<file path="config.mk">
export PLATFORM = sky130hd
export DESIGN_NAME = dtp_unit
export DESIGN_NICKNAME = d
export VERILOG_FILES = /design/src/hw/dtp_unit.v
export VERILOG_INCLUDE_DIRS = /design/src /design/src/include
export SDC_FILE = /design/constraint.sdc
export NUM_CORES = 1
export LEC_CHECK = 0
export BUFFER_PORTS_ARGS = -buffer_cell sky130_fd_sc_hd__buf_2
export CORE_MARGIN = 2
export CORE_UTILIZATION = 25
export CTS_CLUSTER_SIZE = 28
export DETAILED_ROUTE_END_ITERATION = 16
export HOLD_SLACK_MARGIN = 0.15
export SLEW_MARGIN = 40
export SYNTH_ARGS = -nofsm -noshare
export SYNTH_HDL_FRONTEND = slang
export SYNTH_SLANG_ARGS = --single-unit
</file>
<file path="constraint.sdc">
create_clock -name clk_i -period 5.8 [get_ports clk_i]
set_clock_uncertainty 0.05 [all_clocks]
set_input_delay 1.16 -clock clk_i [delete_from_list [all_inputs] [get_ports clk_i]]
set_output_delay 1.16 -clock clk_i [all_outputs]
set_load 0.05 [all_outputs]
</file>
<file path="src/include/dtp_map.vh">
// Purpose: Register offsets, fields and reset values of the dual pulse unit
// Assumes: 8-bit register port, byte offsets as printed
// Notes: Definitions only
`ifndef DTP_MAP_VH
`define DTP_MAP_VH
`define DTP_ADDR_W 8
`define DTP_OFS_CTRL_ONE 8'h05
`define DTP_OFS_CTRL_TWO 8'h06
`define DTP_OFS_PERIOD_ONE 8'h07
`define DTP_OFS_PERIOD_TWO 8'h08
`define DTP_OFS_DUTY_ONE 8'h09
`define DTP_OFS_DUTY_TWO 8'h0a
`define DTP_OFS_COUNTER_ONE 8'h0b
`define DTP_OFS_COUNTER_TWO 8'h0c
`define DTP_OFS_OPTION_TWO 8'h0d
`define DTP_CTRL_ON_BIT 7
`define DTP_CTRL_PS_HI 5
`define DTP_CTRL_PS_LO 4
`define DTP_CTRL_WMASK 8'hb3
`define DTP_OPT_DEFEN_BIT 2
`define DTP_PERIOD_RST 8'hff
`define DTP_CTRL_RST 8'h00
`define DTP_OPT_RST 8'h00
`define DTP_LOSS_LIMIT 3'h4
`define DTP_PS_MAX 4'hf
`endif

</file>
<file path="src/hw/dtp_unit.v">
// Purpose: Two pulse-width channels with 8-bit timers and prescalers
// Assumes: One clock; register port strobes are synchronous to clk_i
// Notes: Counter timebase is clk_i divided by four, then by prescale
// Notes: Pins stay undriven until configuration is loaded
`timescale 1ns/1ps
`default_nettype none
`include "dtp_map.vh"
// Operation
// - Two separately enabled pulse channels, each on own pin, ten-bit duty.
// - Outputs stay disabled until self-configuration loading has finished.
// - With default feature on, four transmissions without receive force defaults.
// - Default action disables the channel and forces pin low, high or float.
// - Each channel has readable writable 8-bit counter, cleared on reset or off.
// - Counter counts clock over four, then over one, four or sixteen.
// - Prescale code 00 is one, 01 is four, 1x is sixteen.
// - Counter counts from zero to period limit, then wraps to zero.
// - Period registers reset to all ones.
// - Control bit 7 starts and stops the counter.
// - Prescaler cleared by control or counter writes and by resets.
// - Period is limit plus one, times four clocks, times prescale.
// - On match, next step clears counter and loads duty shadow.
// - Duty is duty byte high eight bits, control bits 1:0 low.
// - Duty writes take effect only after the current period ends.
// - Duty double-buffered in shadow byte plus two-bit latch.
// - Pin goes low when shadow duty equals counter with quarter or prescaler bits.
// - Duty beyond period never drives the pin low that period.
// - High time is duty times clock period times prescale.
// - Power-on clears on and prescale bits; pin reset keeps duty bits.
// - Control bits 6, 3 and 2 read as zero.
// - Option bit 2 enables the loss-of-communication default feature.
module dtp_unit #(
  parameter [1:0] DEF_MODE_ONE = 2'b00,
  parameter [1:0] DEF_MODE_TWO = 2'b00
) (
  input wire clk_i,
  input wire rst_n_i,
  input wire pin_rst_n_i,
  input wire config_done_i,
  input wire rx_valid_i,
  input wire tx_sched_i,
  input wire wr_i,
  input wire rd_i,
  input wire [`DTP_ADDR_W-1:0] addr_i,
  input wire [7:0] wdata_i,
  output reg [7:0] rdata_o,
  output reg pulse_pin_one_o,
  output reg pulse_pin_one_oe_o,
  output reg pulse_pin_two_o,
  output reg pulse_pin_two_oe_o,
  output reg comm_lost_o
);
  // Default pin modes: 00 low, 01 high, 1x high impedance
  // Synchroniser stages for the reset, pin reset and done inputs
  reg rst_s1;
  reg rst_s2;
  reg pin_s1;
  reg pin_s2;
  reg done_s1;
  reg done_s2;
  reg cfg_done;

  // Per-channel register file
  reg [7:0] ctrl [0:1];
  reg [7:0] period_limit [0:1];
  reg [7:0] duty_high_byte [0:1];

  // Double buffer of the duty value
  reg [7:0] duty_shadow_byte [0:1];
  reg [1:0] duty_low_latch [0:1];

  // Timebase state
  reg [7:0] channel_counter [0:1];
  reg [3:0] prescale [0:1];
  reg [1:0] quarter [0:1];
  reg wrap_pend [0:1];
  reg pin_level [0:1];

  // Global option and loss watchdog
  reg [7:0] option_two;
  reg [2:0] loss_count;
  reg [7:0] next_rdata;
  integer i;
  integer j;

  // Default mode code that drives the pin high
  localparam [1:0] MODE_HIGH = 2'b01;

  // Write strobe decode for one register offset
  function wr_hit;
    input we;
    input [7:0] addr;
    input [7:0] ofs;
    begin
      wr_hit = we && (addr == ofs);
    end
  endfunction

  // Prescaler terminal count per code
  function [3:0] ps_limit;
    input [1:0] code;
    begin
      if (code[1])
        ps_limit = `DTP_PS_MAX;
      else if (code[0])
        ps_limit = 4'h3;
      else
        ps_limit = 4'h0;
    end
  endfunction

  // Extra low bits of the compare from prescaler or quarter clock
  function [1:0] fine_bits;
    input [1:0] code;
    input [3:0] ps;
    input [1:0] q;
    begin
      if (code[1])
        fine_bits = ps[3:2];
      else if (code[0])
        fine_bits = ps[1:0];
      else
        fine_bits = q;
    end
  endfunction

  // Reset release synchroniser; pin reset is synchronised on assertion and release alike
  always @(posedge clk_i or negedge rst_n_i)
  begin
    if (!rst_n_i)
    begin
      rst_s1 <= 1'b0;
      rst_s2 <= 1'b0;
    end
    else
    begin
      // Only the second stage reads the first
      rst_s1 <= 1'b1;
      rst_s2 <= rst_s1;
    end
  end

  always @(posedge clk_i or negedge rst_n_i)
  begin
    if (!rst_n_i)
    begin
      pin_s1 <= 1'b1;
      pin_s2 <= 1'b1;
      done_s1 <= 1'b0;
      done_s2 <= 1'b0;
    end
    else
    begin
      // Pin reset and done are level inputs from pins
      pin_s1 <= pin_rst_n_i;
      pin_s2 <= pin_s1;
      done_s1 <= config_done_i;
      done_s2 <= done_s1;
    end
  end

  // Pin reset acts only once synchronised
  wire rst_any = !pin_s2;
  wire feat_on = option_two[`DTP_OPT_DEFEN_BIT];
  wire loss_hit = feat_on && tx_sched_i && !rx_valid_i &&
    (loss_count == `DTP_LOSS_LIMIT - 3'h1);

  // Loss-of-communication watchdog counts scheduled transmissions
  always @(posedge clk_i or negedge rst_s2)
  begin
    if (!rst_s2)
    begin
      loss_count <= 3'h0;
      comm_lost_o <= 1'b0;
      cfg_done <= 1'b0;
    end
    else
    begin
      // Configuration done is sticky
      if (done_s2)
        cfg_done <= 1'b1;

      // Saturates so a long outage cannot wrap back to zero
      if (rst_any || !feat_on || rx_valid_i)
        loss_count <= 3'h0;
      else if (tx_sched_i && loss_count != `DTP_LOSS_LIMIT)
        loss_count <= loss_count + 3'h1;

      // Flag holds until a valid message arrives or a pin reset
      if (rst_any || rx_valid_i)
        comm_lost_o <= 1'b0;
      else if (loss_hit)
        comm_lost_o <= 1'b1;
    end
  end

  // Duty bytes and duty low bits are not reset by design
  always @(posedge clk_i)
  begin
    // Own loop index, so no variable is shared between processes
    for (j = 0; j < 2; j = j + 1)
    begin
      if (wr_hit(wr_i, addr_i, `DTP_OFS_DUTY_ONE + j[7:0]))
        duty_high_byte[j] <= wdata_i;
      if (wrap_pend[j])
      begin
        duty_shadow_byte[j] <= duty_high_byte[j];
        duty_low_latch[j] <= ctrl[j][1:0];
      end
    end
  end

  // Timers, prescalers and control; pin reset keeps the duty low bits
  always @(posedge clk_i or negedge rst_s2)
  begin
    if (!rst_s2)
    begin
      option_two <= `DTP_OPT_RST;
      for (i = 0; i < 2; i = i + 1)
      begin
        ctrl[i] <= `DTP_CTRL_RST;
        period_limit[i] <= `DTP_PERIOD_RST;
        channel_counter[i] <= 8'h00;
        prescale[i] <= 4'h0;
        quarter[i] <= 2'h0;
        wrap_pend[i] <= 1'b0;
        pin_level[i] <= 1'b0;
      end
    end
    else if (rst_any)
    begin
      // Like power-on, except that the duty bits survive
      option_two <= `DTP_OPT_RST;
      for (i = 0; i < 2; i = i + 1)
      begin
        ctrl[i] <= {6'h00, ctrl[i][1:0]};
        period_limit[i] <= `DTP_PERIOD_RST;
        channel_counter[i] <= 8'h00;
        prescale[i] <= 4'h0;
        quarter[i] <= 2'h0;
        wrap_pend[i] <= 1'b0;
        pin_level[i] <= 1'b0;
      end
    end
    else
    begin
      if (wr_i && addr_i == `DTP_OFS_OPTION_TWO)
        option_two <= wdata_i;
      for (i = 0; i < 2; i = i + 1)
      begin
        // Quarter count is the divide-by-four timebase
        quarter[i] <= quarter[i] + 2'h1;
        // Loss default wins over a control write in the same cycle
        if (loss_hit)
          ctrl[i] <= {1'b0, ctrl[i][6:0]};
        else if (wr_i && addr_i == `DTP_OFS_CTRL_ONE + i[7:0])
          ctrl[i] <= wdata_i & `DTP_CTRL_WMASK;
        if (wr_hit(wr_i, addr_i, `DTP_OFS_PERIOD_ONE + i[7:0]))
          period_limit[i] <= wdata_i;

        if (!ctrl[i][`DTP_CTRL_ON_BIT])
        begin
          channel_counter[i] <= 8'h00;
          prescale[i] <= 4'h0;
          quarter[i] <= 2'h0;
          wrap_pend[i] <= 1'b0;
          pin_level[i] <= 1'b0;
        end
        // Prescaler steps once every four clocks
        else if (quarter[i] == 2'h3)
        begin
          if (prescale[i] >=
            ps_limit(ctrl[i][`DTP_CTRL_PS_HI:`DTP_CTRL_PS_LO]))
          begin
            prescale[i] <= 4'h0;
            if (channel_counter[i] == period_limit[i])
            begin
              channel_counter[i] <= 8'h00;
              wrap_pend[i] <= 1'b1;
            end
            else
              channel_counter[i] <= channel_counter[i] + 8'h01;
          end
          else
            prescale[i] <= prescale[i] + 4'h1;
        end

        // Shadow loads one clock after the wrap, on the same clock that sets the pin level for the new period
        if (ctrl[i][`DTP_CTRL_ON_BIT] && wrap_pend[i])
        begin
          wrap_pend[i] <= 1'b0;
          pin_level[i] <= (duty_high_byte[i] != 8'h00) ||
            (ctrl[i][1:0] != 2'h0);
        end
        // Compare uses the shadow, so mid-period writes cannot glitch
        else if (ctrl[i][`DTP_CTRL_ON_BIT] &&
          {duty_shadow_byte[i], duty_low_latch[i]} ==
          {channel_counter[i], fine_bits(
            ctrl[i][`DTP_CTRL_PS_HI:`DTP_CTRL_PS_LO],
            prescale[i], quarter[i])})
          pin_level[i] <= 1'b0;

        // Control and counter writes restart the prescaler
        if (wr_i && (addr_i == `DTP_OFS_CTRL_ONE + i[7:0] ||
          addr_i == `DTP_OFS_COUNTER_ONE + i[7:0]))
        begin
          prescale[i] <= 4'h0;
          quarter[i] <= 2'h0;
        end

        // Counter write comes last, so it wins over the run logic
        if (wr_hit(wr_i, addr_i, `DTP_OFS_COUNTER_ONE + i[7:0]))
          channel_counter[i] <= wdata_i;
      end
    end
  end

  // Read mux; unmapped offsets read zero
  always @*
  begin
    next_rdata = 8'h00;
    case (addr_i)
      `DTP_OFS_CTRL_ONE: next_rdata = ctrl[0] & `DTP_CTRL_WMASK;
      `DTP_OFS_CTRL_TWO: next_rdata = ctrl[1] & `DTP_CTRL_WMASK;
      `DTP_OFS_PERIOD_ONE: next_rdata = period_limit[0];
      `DTP_OFS_PERIOD_TWO: next_rdata = period_limit[1];
      `DTP_OFS_DUTY_ONE: next_rdata = duty_high_byte[0];
      `DTP_OFS_DUTY_TWO: next_rdata = duty_high_byte[1];
      `DTP_OFS_COUNTER_ONE: next_rdata = channel_counter[0];
      `DTP_OFS_COUNTER_TWO: next_rdata = channel_counter[1];
      `DTP_OFS_OPTION_TWO: next_rdata = option_two;
      default: next_rdata = 8'h00;
    endcase
  end

  // Pins held undriven until configuration is loaded
  always @(posedge clk_i or negedge rst_s2)
  begin
    if (!rst_s2)
    begin
      rdata_o <= 8'h00;
      pulse_pin_one_o <= 1'b0;
      pulse_pin_one_oe_o <= 1'b0;
      pulse_pin_two_o <= 1'b0;
      pulse_pin_two_oe_o <= 1'b0;
    end
    else
    begin
      // Read data stands one cycle, zero otherwise
      rdata_o <= rd_i ? next_rdata : 8'h00;
      if (!cfg_done)
      begin
        pulse_pin_one_o <= 1'b0;
        pulse_pin_one_oe_o <= 1'b0;
        pulse_pin_two_o <= 1'b0;
        pulse_pin_two_oe_o <= 1'b0;
      end
      else if (comm_lost_o)
      begin
        // Default state after lost communication
        pulse_pin_one_o <= DEF_MODE_ONE == MODE_HIGH;
        pulse_pin_one_oe_o <= !DEF_MODE_ONE[1];
        pulse_pin_two_o <= DEF_MODE_TWO == MODE_HIGH;
        pulse_pin_two_oe_o <= !DEF_MODE_TWO[1];
      end
      else
      begin
        // Running waveform while the channel is enabled
        pulse_pin_one_o <= pin_level[0];
        pulse_pin_one_oe_o <= ctrl[0][`DTP_CTRL_ON_BIT];
        pulse_pin_two_o <= pin_level[1];
        pulse_pin_two_oe_o <= ctrl[1][`DTP_CTRL_ON_BIT];
      end
    end
  end
endmodule
`default_nettype wire

</file>
==> impl_summary.log, run 1 <==
INFO  metric outcome = finished, final reports clean
INFO  metric floorplan.initialDensity = 0.256
INFO  metric num-fill-cells = 2,693
INFO  metric dp_worst_setup_slack = 2.53 ns
INFO  metric route.vias.total = 5,115
INFO  metric clock_buffers_created_by_tritoncts = 17
INFO  metric timing.critical_path.to_type = flip-flop
INFO  metric criticalPathCategory = in2reg
INFO  metric cts.root.buffer_cell = sky130_fd_sc_hd__clkbuf_16
INFO  metric synth.net_count = 676
INFO  metric io_buffers = 36
INFO  metric cts_setup_buffers = 0
INFO  metric synth_async_sr_flop_share = 0.712
INFO  metric synthesis.area_per_instance = 10.6 um^2
INFO  metric final_cell_area_excluding_filler_cells = 7670 um^2
INFO  metric timing.fmax = 345 MHz
INFO  metric detailed_place_hpwl = 13,100 um
INFO  metric antennaDiodeCount = 0
INFO  metric area_delta_synth_final = 14.5%
INFO  metric placementRows = 59
INFO  metric yosysTopAreaCellShare = 0.265
INFO  metric io-pin-count = 37
INFO  metric post_route_cells_drive_above_1_share = 0.180
INFO  metric maxSlewHeadroom = 0.485
INFO  metric synth_cell_types = 75
INFO  metric fin_crit_sh = 0.500
INFO  metric drt_iter0_markers = 419
INFO  metric critPathMaxFanout = 13
INFO  metric first_global_vias = 4,991
INFO  metric drv.max_cap_violation_count = 0
INFO  metric postRouteAntennaNets = 0
INFO  metric synth_enable_flop_cells = 36
INFO  metric cts_tree = done
INFO  metric final_period_minus_worst_setup_slack = 2.90 ns
INFO  metric ys_seq_area_frac = 0.497
INFO  metric multi_input_area = 3100 um^2
INFO  metric synth_cells = 635
INFO  metric core-area = 26,200 um^2
INFO  metric cp.required = 6.05 ns
INFO  metric slew_violations = 0
INFO  metric detailedRoute.firstPassIterationCount = 6
INFO  metric power_density = 262 nW/um^2
INFO  metric cts.hold.buffers_added = 0
INFO  metric yosys_top_cell_by_area = sky130_fd_sc_hd__dfrtp_1
INFO  metric finalWorstSetupSlack = 2.90 ns
INFO  metric rsz0062_at_grt = no
INFO  metric cts-htree-levels = 4
INFO  metric die-area = 28,100 um^2
INFO  metric final_routed_wirelength = 19,000 um
INFO  metric finalSetupViolations = 0
INFO  metric report.final.hold_viol_count = 0
INFO  metric arrival_time_reported_for_the_critical_path_endpoint = 3.15 ns
INFO  metric viasPerCell = 5.12
INFO  metric clk_transition_reported_paths = 0.06 ns
INFO  metric finalCoreUtilization = 0.293
INFO  metric grt_pass1_wl = 29,700 um
INFO  metric seq_cell_area = 3330 um^2
INFO  metric worst_hold_path_type = reg2async
INFO  metric synth.most_common_cell = sky130_fd_sc_hd__dfrtp_1
INFO  metric power.static_leakage = 3.07 nW
INFO  metric gr-usage-all-layers = 0.139
INFO  metric grt_start_max_net_pins = 45
INFO  metric rrSetupSlack = 3.16 ns
INFO  metric worst_ir_drop_on_vdd = 222 uV
INFO  metric commonest_cells_in_the_synthesized_netlist = sky130_fd_sc_hd__dfrtp_1 (71), sky130_fd_sc_hd__nand2_1 (60), sky130_fd_sc_hd__nand3_1 (47)
INFO  metric worstSkewPairLatency = 0.42 ns
INFO  metric layout.nets = 693
INFO  metric dominantRegCellSynth = sky130_fd_sc_hd__dfrtp_1
INFO  metric finalSetupTns = 0 ns
INFO  metric synth_area = 6700 um^2
INFO  metric cts.path.max_buffers = 2
INFO  metric ys_ff_latch = 125
INFO  metric grt_remaining_overflow = 0
INFO  metric critical_path.startpoint_type = input port
INFO  metric cts_sinks = 125
INFO  metric yosysWarningCount = 0
INFO  metric fp.dieW = 168 um
INFO  metric drt-wirelength-per-cell = 19.0 um
INFO  metric post-route-drc-count = 0
INFO  metric tightest_slew = 0.773 ns
INFO  metric gpl.final_weighted_congestion = 0.864
INFO  metric ys_top_cells_by_area = sky130_fd_sc_hd__dfrtp_1 (27%), sky130_fd_sc_hd__edfxtp_1 (16%), sky130_fd_sc_hd__dfstp_2 (7.1%)
INFO  metric grt_antenna_before_repair = 2
INFO  metric die_height = 168 um
INFO  metric ctsResizeCount = 0
INFO  metric post_place_cell_area = 7100 um^2
## metal layers
layer  global-route usage  part of all wire
met5                    0                 0
met4               0.0454             0.018
met3               0.0310             0.065
met2                0.214              0.46
met1                0.194              0.46
## cell usage in the layout, fill, tap and decap left out, types with 17 or more instances in the layout
cell / netlist / final
sky130_fd_sc_hd__dfrtp_1: 71 / 70
sky130_fd_sc_hd__nand2_1: 60 / 60
sky130_fd_sc_hd__xor2_1: 38 / 38
sky130_fd_sc_hd__edfxtp_1: 36 / 36
sky130_fd_sc_hd__buf_2: 19 / 36
sky130_fd_sc_hd__clkbuf_16: 0 / 18
sky130_fd_sc_hd__dfstp_2: 18 / 18
sky130_fd_sc_hd__a21oi_1: 34 / 34
sky130_fd_sc_hd__nor2_1: 34 / 34
sky130_fd_sc_hd__ha_1: 17 / 17
sky130_fd_sc_hd__a22oi_1: 20 / 20
sky130_fd_sc_hd__mux2i_1: 25 / 25
sky130_fd_sc_hd__nand3_1: 47 / 47
## worst max-delay path: stages
cell	delay, ns
sky130_fd_sc_hd__buf_2	0.11
sky130_fd_sc_hd__nor4_4	0.53
sky130_fd_sc_hd__buf_4	0.30
sky130_fd_sc_hd__and4_1	0.50
sky130_fd_sc_hd__nand2_1	0.29
sky130_fd_sc_hd__nand2_1	0.14
sky130_fd_sc_hd__nand3_1	0.09
## registers in the layout, summed over array words and instances, names as in the netlist, 3 cells and up
register	flops
duty_shadow_byte	16
ctrl	10
loss_count	3
rdata_o	8
duty_high_byte	16
prescale	8
channel_counter	16
quarter	4
period_limit	16
option_two	8
duty_low_latch	4
## cells by family (layout without fill, tap and decap cells)
| group | Yosys count | after routing | synth area share |
|---|---|---|---|
| simple gates | 227 | 227 | 0.184 |
| compound gates | 131 | 131 | 0.135 |
| flops | 125 | 125 | 0.497 |
| buf+inv | 57 | 87 | 0.0426 |
| xor+xnor | 41 | 41 | 0.0536 |
| mux | 36 | 36 | 0.0558 |
| fa+ha+maj | 17 | 17 | 0.0317 |
| other cells | 1 | 1 | 0.000559 |
## power by group
part | total, W | internal (W) | switching [W]
logic | 0.0000746 | 0.0000205 | 0.0000540
registers | 0.000923 | 0.000911 | 0.0000119
clock network | 0.00101 | 0.000622 | 0.000388
total | 0.00201 | 0.00155 | 0.000454
## final cells by class
type                       count  share of cell area
clock buffer                  21              0.0615
clock inverter                11              0.0121
inverter                      17             0.00832
multi-input combinational    453               0.403
sequential                   125               0.435
tap                          335              0.0546
timing repair buffer          38              0.0254
## path summary, 6_finish.rpt
kind	start	end	depth (start not counted)
setup / recovery	addr_i[5]	period_limit[10]	7
hold / removal	rst_s2	prescale[0]	0
setup reg to reg	ctrl[13]	channel_counter[15]	7
hold reg to reg	rst_s2	prescale[0]	0
max in group asynchronous	rst_s2	option_two[2]	1
min in group clk_i	rst_s1	rst_s2	0
## stage by stage
step / hold slack (ns) / total power, W / cells
floorplan: 0.281 / 0.000976 / 635
finish: 0.252 / 0.00201 / 1000
global placement: 0.271 / 0.00101 / 967
detailed placement: 0.273 / 0.00101 / 968
global route: 0.310 / 0.00207 / 1000
CTS: 0.281 / 0.00203 / 1000
(Power assumes the default switching activity.)
==> run 2, diff against run 1 <==
- clock period: 5.8 -> 2.9 ns (I/O delays scaled with it)
==> run 2 against run 1 <==
  * Register-to-register slack worse by 2.9 ns
  * Global-route usage increased by 0.48 points
  * Final cell count rose by 2.1%
  * First-iteration DRC count increased by 30%
  * Clock power is 110% higher
  * Worst hold slack worse by 0.032 ns
  * Cell area rose by 2.4%
  * Combinational power is 120% higher
  * Critical path depth did not move
  * Sequential power increased by 99%
  * Die area unchanged
  * Core utilization grew 0.72 points
  * Critical endpoint is now channel_counter[11]
  * Largest cell class unchanged
==> impl_summary.log, run 2 (synthesis gave the netlist of run 1 again) <==
INFO  metric cts_setup_buffers = 0
INFO  metric tightest_slew = 0.716 ns
INFO  metric worst_path_most_repeated_cell = sky130_fd_sc_hd__a21oi_1
INFO  metric grt_antenna_before_repair = 0
INFO  metric antennaDiodeCount = 0
INFO  metric cts_sinks = 125
INFO  metric detailed_place_hpwl = 13,600 um
INFO  metric first_global_vias = 5,058
INFO  metric power.static_leakage = 3.20 nW
INFO  metric floorplan.initialDensity = 0.256
INFO  metric critical_path.startpoint_type = flip-flop
INFO  metric cts-htree-levels = 4
INFO  metric timing.fmax = 386 MHz
INFO  metric post_layout_total_power = 0.00414 W
INFO  metric grt_pass1_wl = 31,000 um
INFO  metric post_route_cells_drive_above_1_share = 0.204
INFO  metric final_period_minus_worst_setup_slack = 2.59 ns
INFO  metric die-area = 28,100 um^2
INFO  metric core-area = 26,200 um^2
INFO  metric slew_violations = 0
INFO  metric criticalPathCategory = reg2reg
INFO  metric layout.cells.most_common_list = sky130_fd_sc_hd__dfrtp_1 (70), sky130_fd_sc_hd__nand2_1 (60), sky130_fd_sc_hd__nand3_1 (47)
INFO  metric post-route-drc-count = 0
INFO  metric cp.buffers_inverters = 0
INFO  metric drv.max_cap_violation_count = 0
INFO  metric mostFrequentLayoutCell = sky130_fd_sc_hd__dfrtp_1
INFO  metric fp.dieW = 168 um
INFO  metric clock_buffers_created_by_tritoncts = 17
INFO  metric grt_remaining_overflow = 0
INFO  metric critPathMaxFanout = 8
INFO  metric finalHoldWorstSlack = 0.220 ns
INFO  metric detailedRoute.firstPassIterationCount = 6
INFO  metric report.final.hold_viol_count = 0
INFO  metric finalSetupTns = 0 ns
INFO  metric io_buffers = 36
INFO  metric critPathTopFamily = compound AO/OA/AOI/OAI gates
INFO  metric postRouteAntennaNets = 0
INFO  metric maxSlewHeadroom = 0.522
INFO  metric layout.nets = 714
INFO  metric arrival_time_reported_for_the_critical_path_endpoint = 2.84 ns
INFO  metric power_density = 527 nW/um^2
INFO  metric drt_iter0_markers = 544
INFO  metric final_routed_wirelength = 19,400 um
INFO  metric area_delta_synth_final = 17.3%
INFO  metric grt_start_max_net_pins = 45
INFO  metric cp.required = 3.15 ns
INFO  metric critPathSlowestCell = sky130_fd_sc_hd__a2111o_1
INFO  metric fin_crit_sh = 0.893
INFO  metric io-pin-count = 37
INFO  metric ctsResizeCount = 0
INFO  metric cts.path.max_buffers = 2
INFO  metric placementRows = 59
INFO  metric worst_hold_path_type = in2reg
INFO  metric chain_of_cells_forming_the_critical_path = or2_2 -> ha_1 -> nand2b_1 -> a2111o_1 -> a311o_4 -> a21oi_1 -> a21oi_1
INFO  metric route.vias.total = 5,222
INFO  metric critical-path-max-stage-delay = 0.55 ns
INFO  metric gr-usage-all-layers = 0.144
INFO  metric viasPerCell = 5.11
INFO  metric outcome = finished, final reports clean
INFO  metric worst_ir_drop_on_vdd = 426 uV
INFO  metric worstSkewPairLatency = 0.42 ns
INFO  metric cts_tree = done
INFO  metric finalSetupViolations = 0
INFO  metric drt-wirelength-per-cell = 19.0 um
INFO  metric cts.root.buffer_cell = sky130_fd_sc_hd__clkbuf_16
INFO  metric timing.critical_path.to_type = flip-flop
INFO  metric die_height = 168 um
INFO  metric num-fill-cells = 2,680
INFO  metric gpl.final_weighted_congestion = 0.913
INFO  metric rsz0062_at_grt = no
INFO  metric cts.hold.buffers_added = 1
INFO  metric clk_transition_reported_paths = 0.06 ns
run 2: cell count changes in the layout (fill, tap and decap cells not counted), sizes merged:
| cell | delta |
|---|---|
| buf | +20 |
| clkinv | -2 |
| inv | +2 |
| bufinv | +1 |
| clkinvlp | -1 |
| dlygate4sd3 | +1 |
run 2: per-stage QoR:
step	cell area, um^2	worst slack (ns)	util	std cells
global placement	7260	0.396	0.277	988
finish	7860	0.309	0.300	1021
detailed placement	7260	0.350	0.277	988
floorplan	6700	0.335	-	635
CTS	7860	0.309	0.300	1021
global route	7860	0.216	0.300	1021
run 2: worst register-to-register path: cells and delay by family (launching register included):
family	cells	cell delay [ns]
AOI/OAI and AO/OA	4	1.24
adders and majority gates	1	0.27
DFF	1	0.44
and+or+nand+nor	2	0.47
run 2: worst paths after layout:
kind	startpoint	end	slack, ns	cells past startpoint
min in group asynchronous	rst_s2	ctrl[4]	0.28	0
worst max-delay path	ctrl[13]	channel_counter[11]	0.31	7
max in group asynchronous	rst_s2	period_limit[15]	1.82	1
worst max register to register	ctrl[13]	channel_counter[11]	0.31	7
worst min-delay path	config_done_i	done_s1	0.22	1
worst min register to register	rst_s2	ctrl[4]	0.28	0
run 2: per-layer routing:
layer | track usage | vias to the layer above | routed length, um
li1 | - | 2414 | -
met1 | 0.210 | 2556 | 9140
met2 | 0.213 | 223 | 8550
met3 | 0.0227 | 29 | 1310
met4 | 0.0544 | 0 | 381
met5 | 0 | - | 0
run 2: final cells by class:
class / instances / area, um^2 / area share
Tap cell: 335 / 419 / 0.0533
Multi-Input combinational cell: 453 / 3090 / 0.393
Timing Repair Buffer: 59 / 368 / 0.0468
Clock inverter: 11 / 114 / 0.0145
Clock buffer: 21 / 470 / 0.0599
Sequential cell: 125 / 3330 / 0.424
Inverter: 17 / 63.8 / 0.00812
run 2: power breakdown:
part	internal, W	leakage [nW]	switching [W]
logic	0.0000501	1.42	0.000114
clock network	0.00133	0.293	0.000808
registers	0.00182	1.49	0.0000206
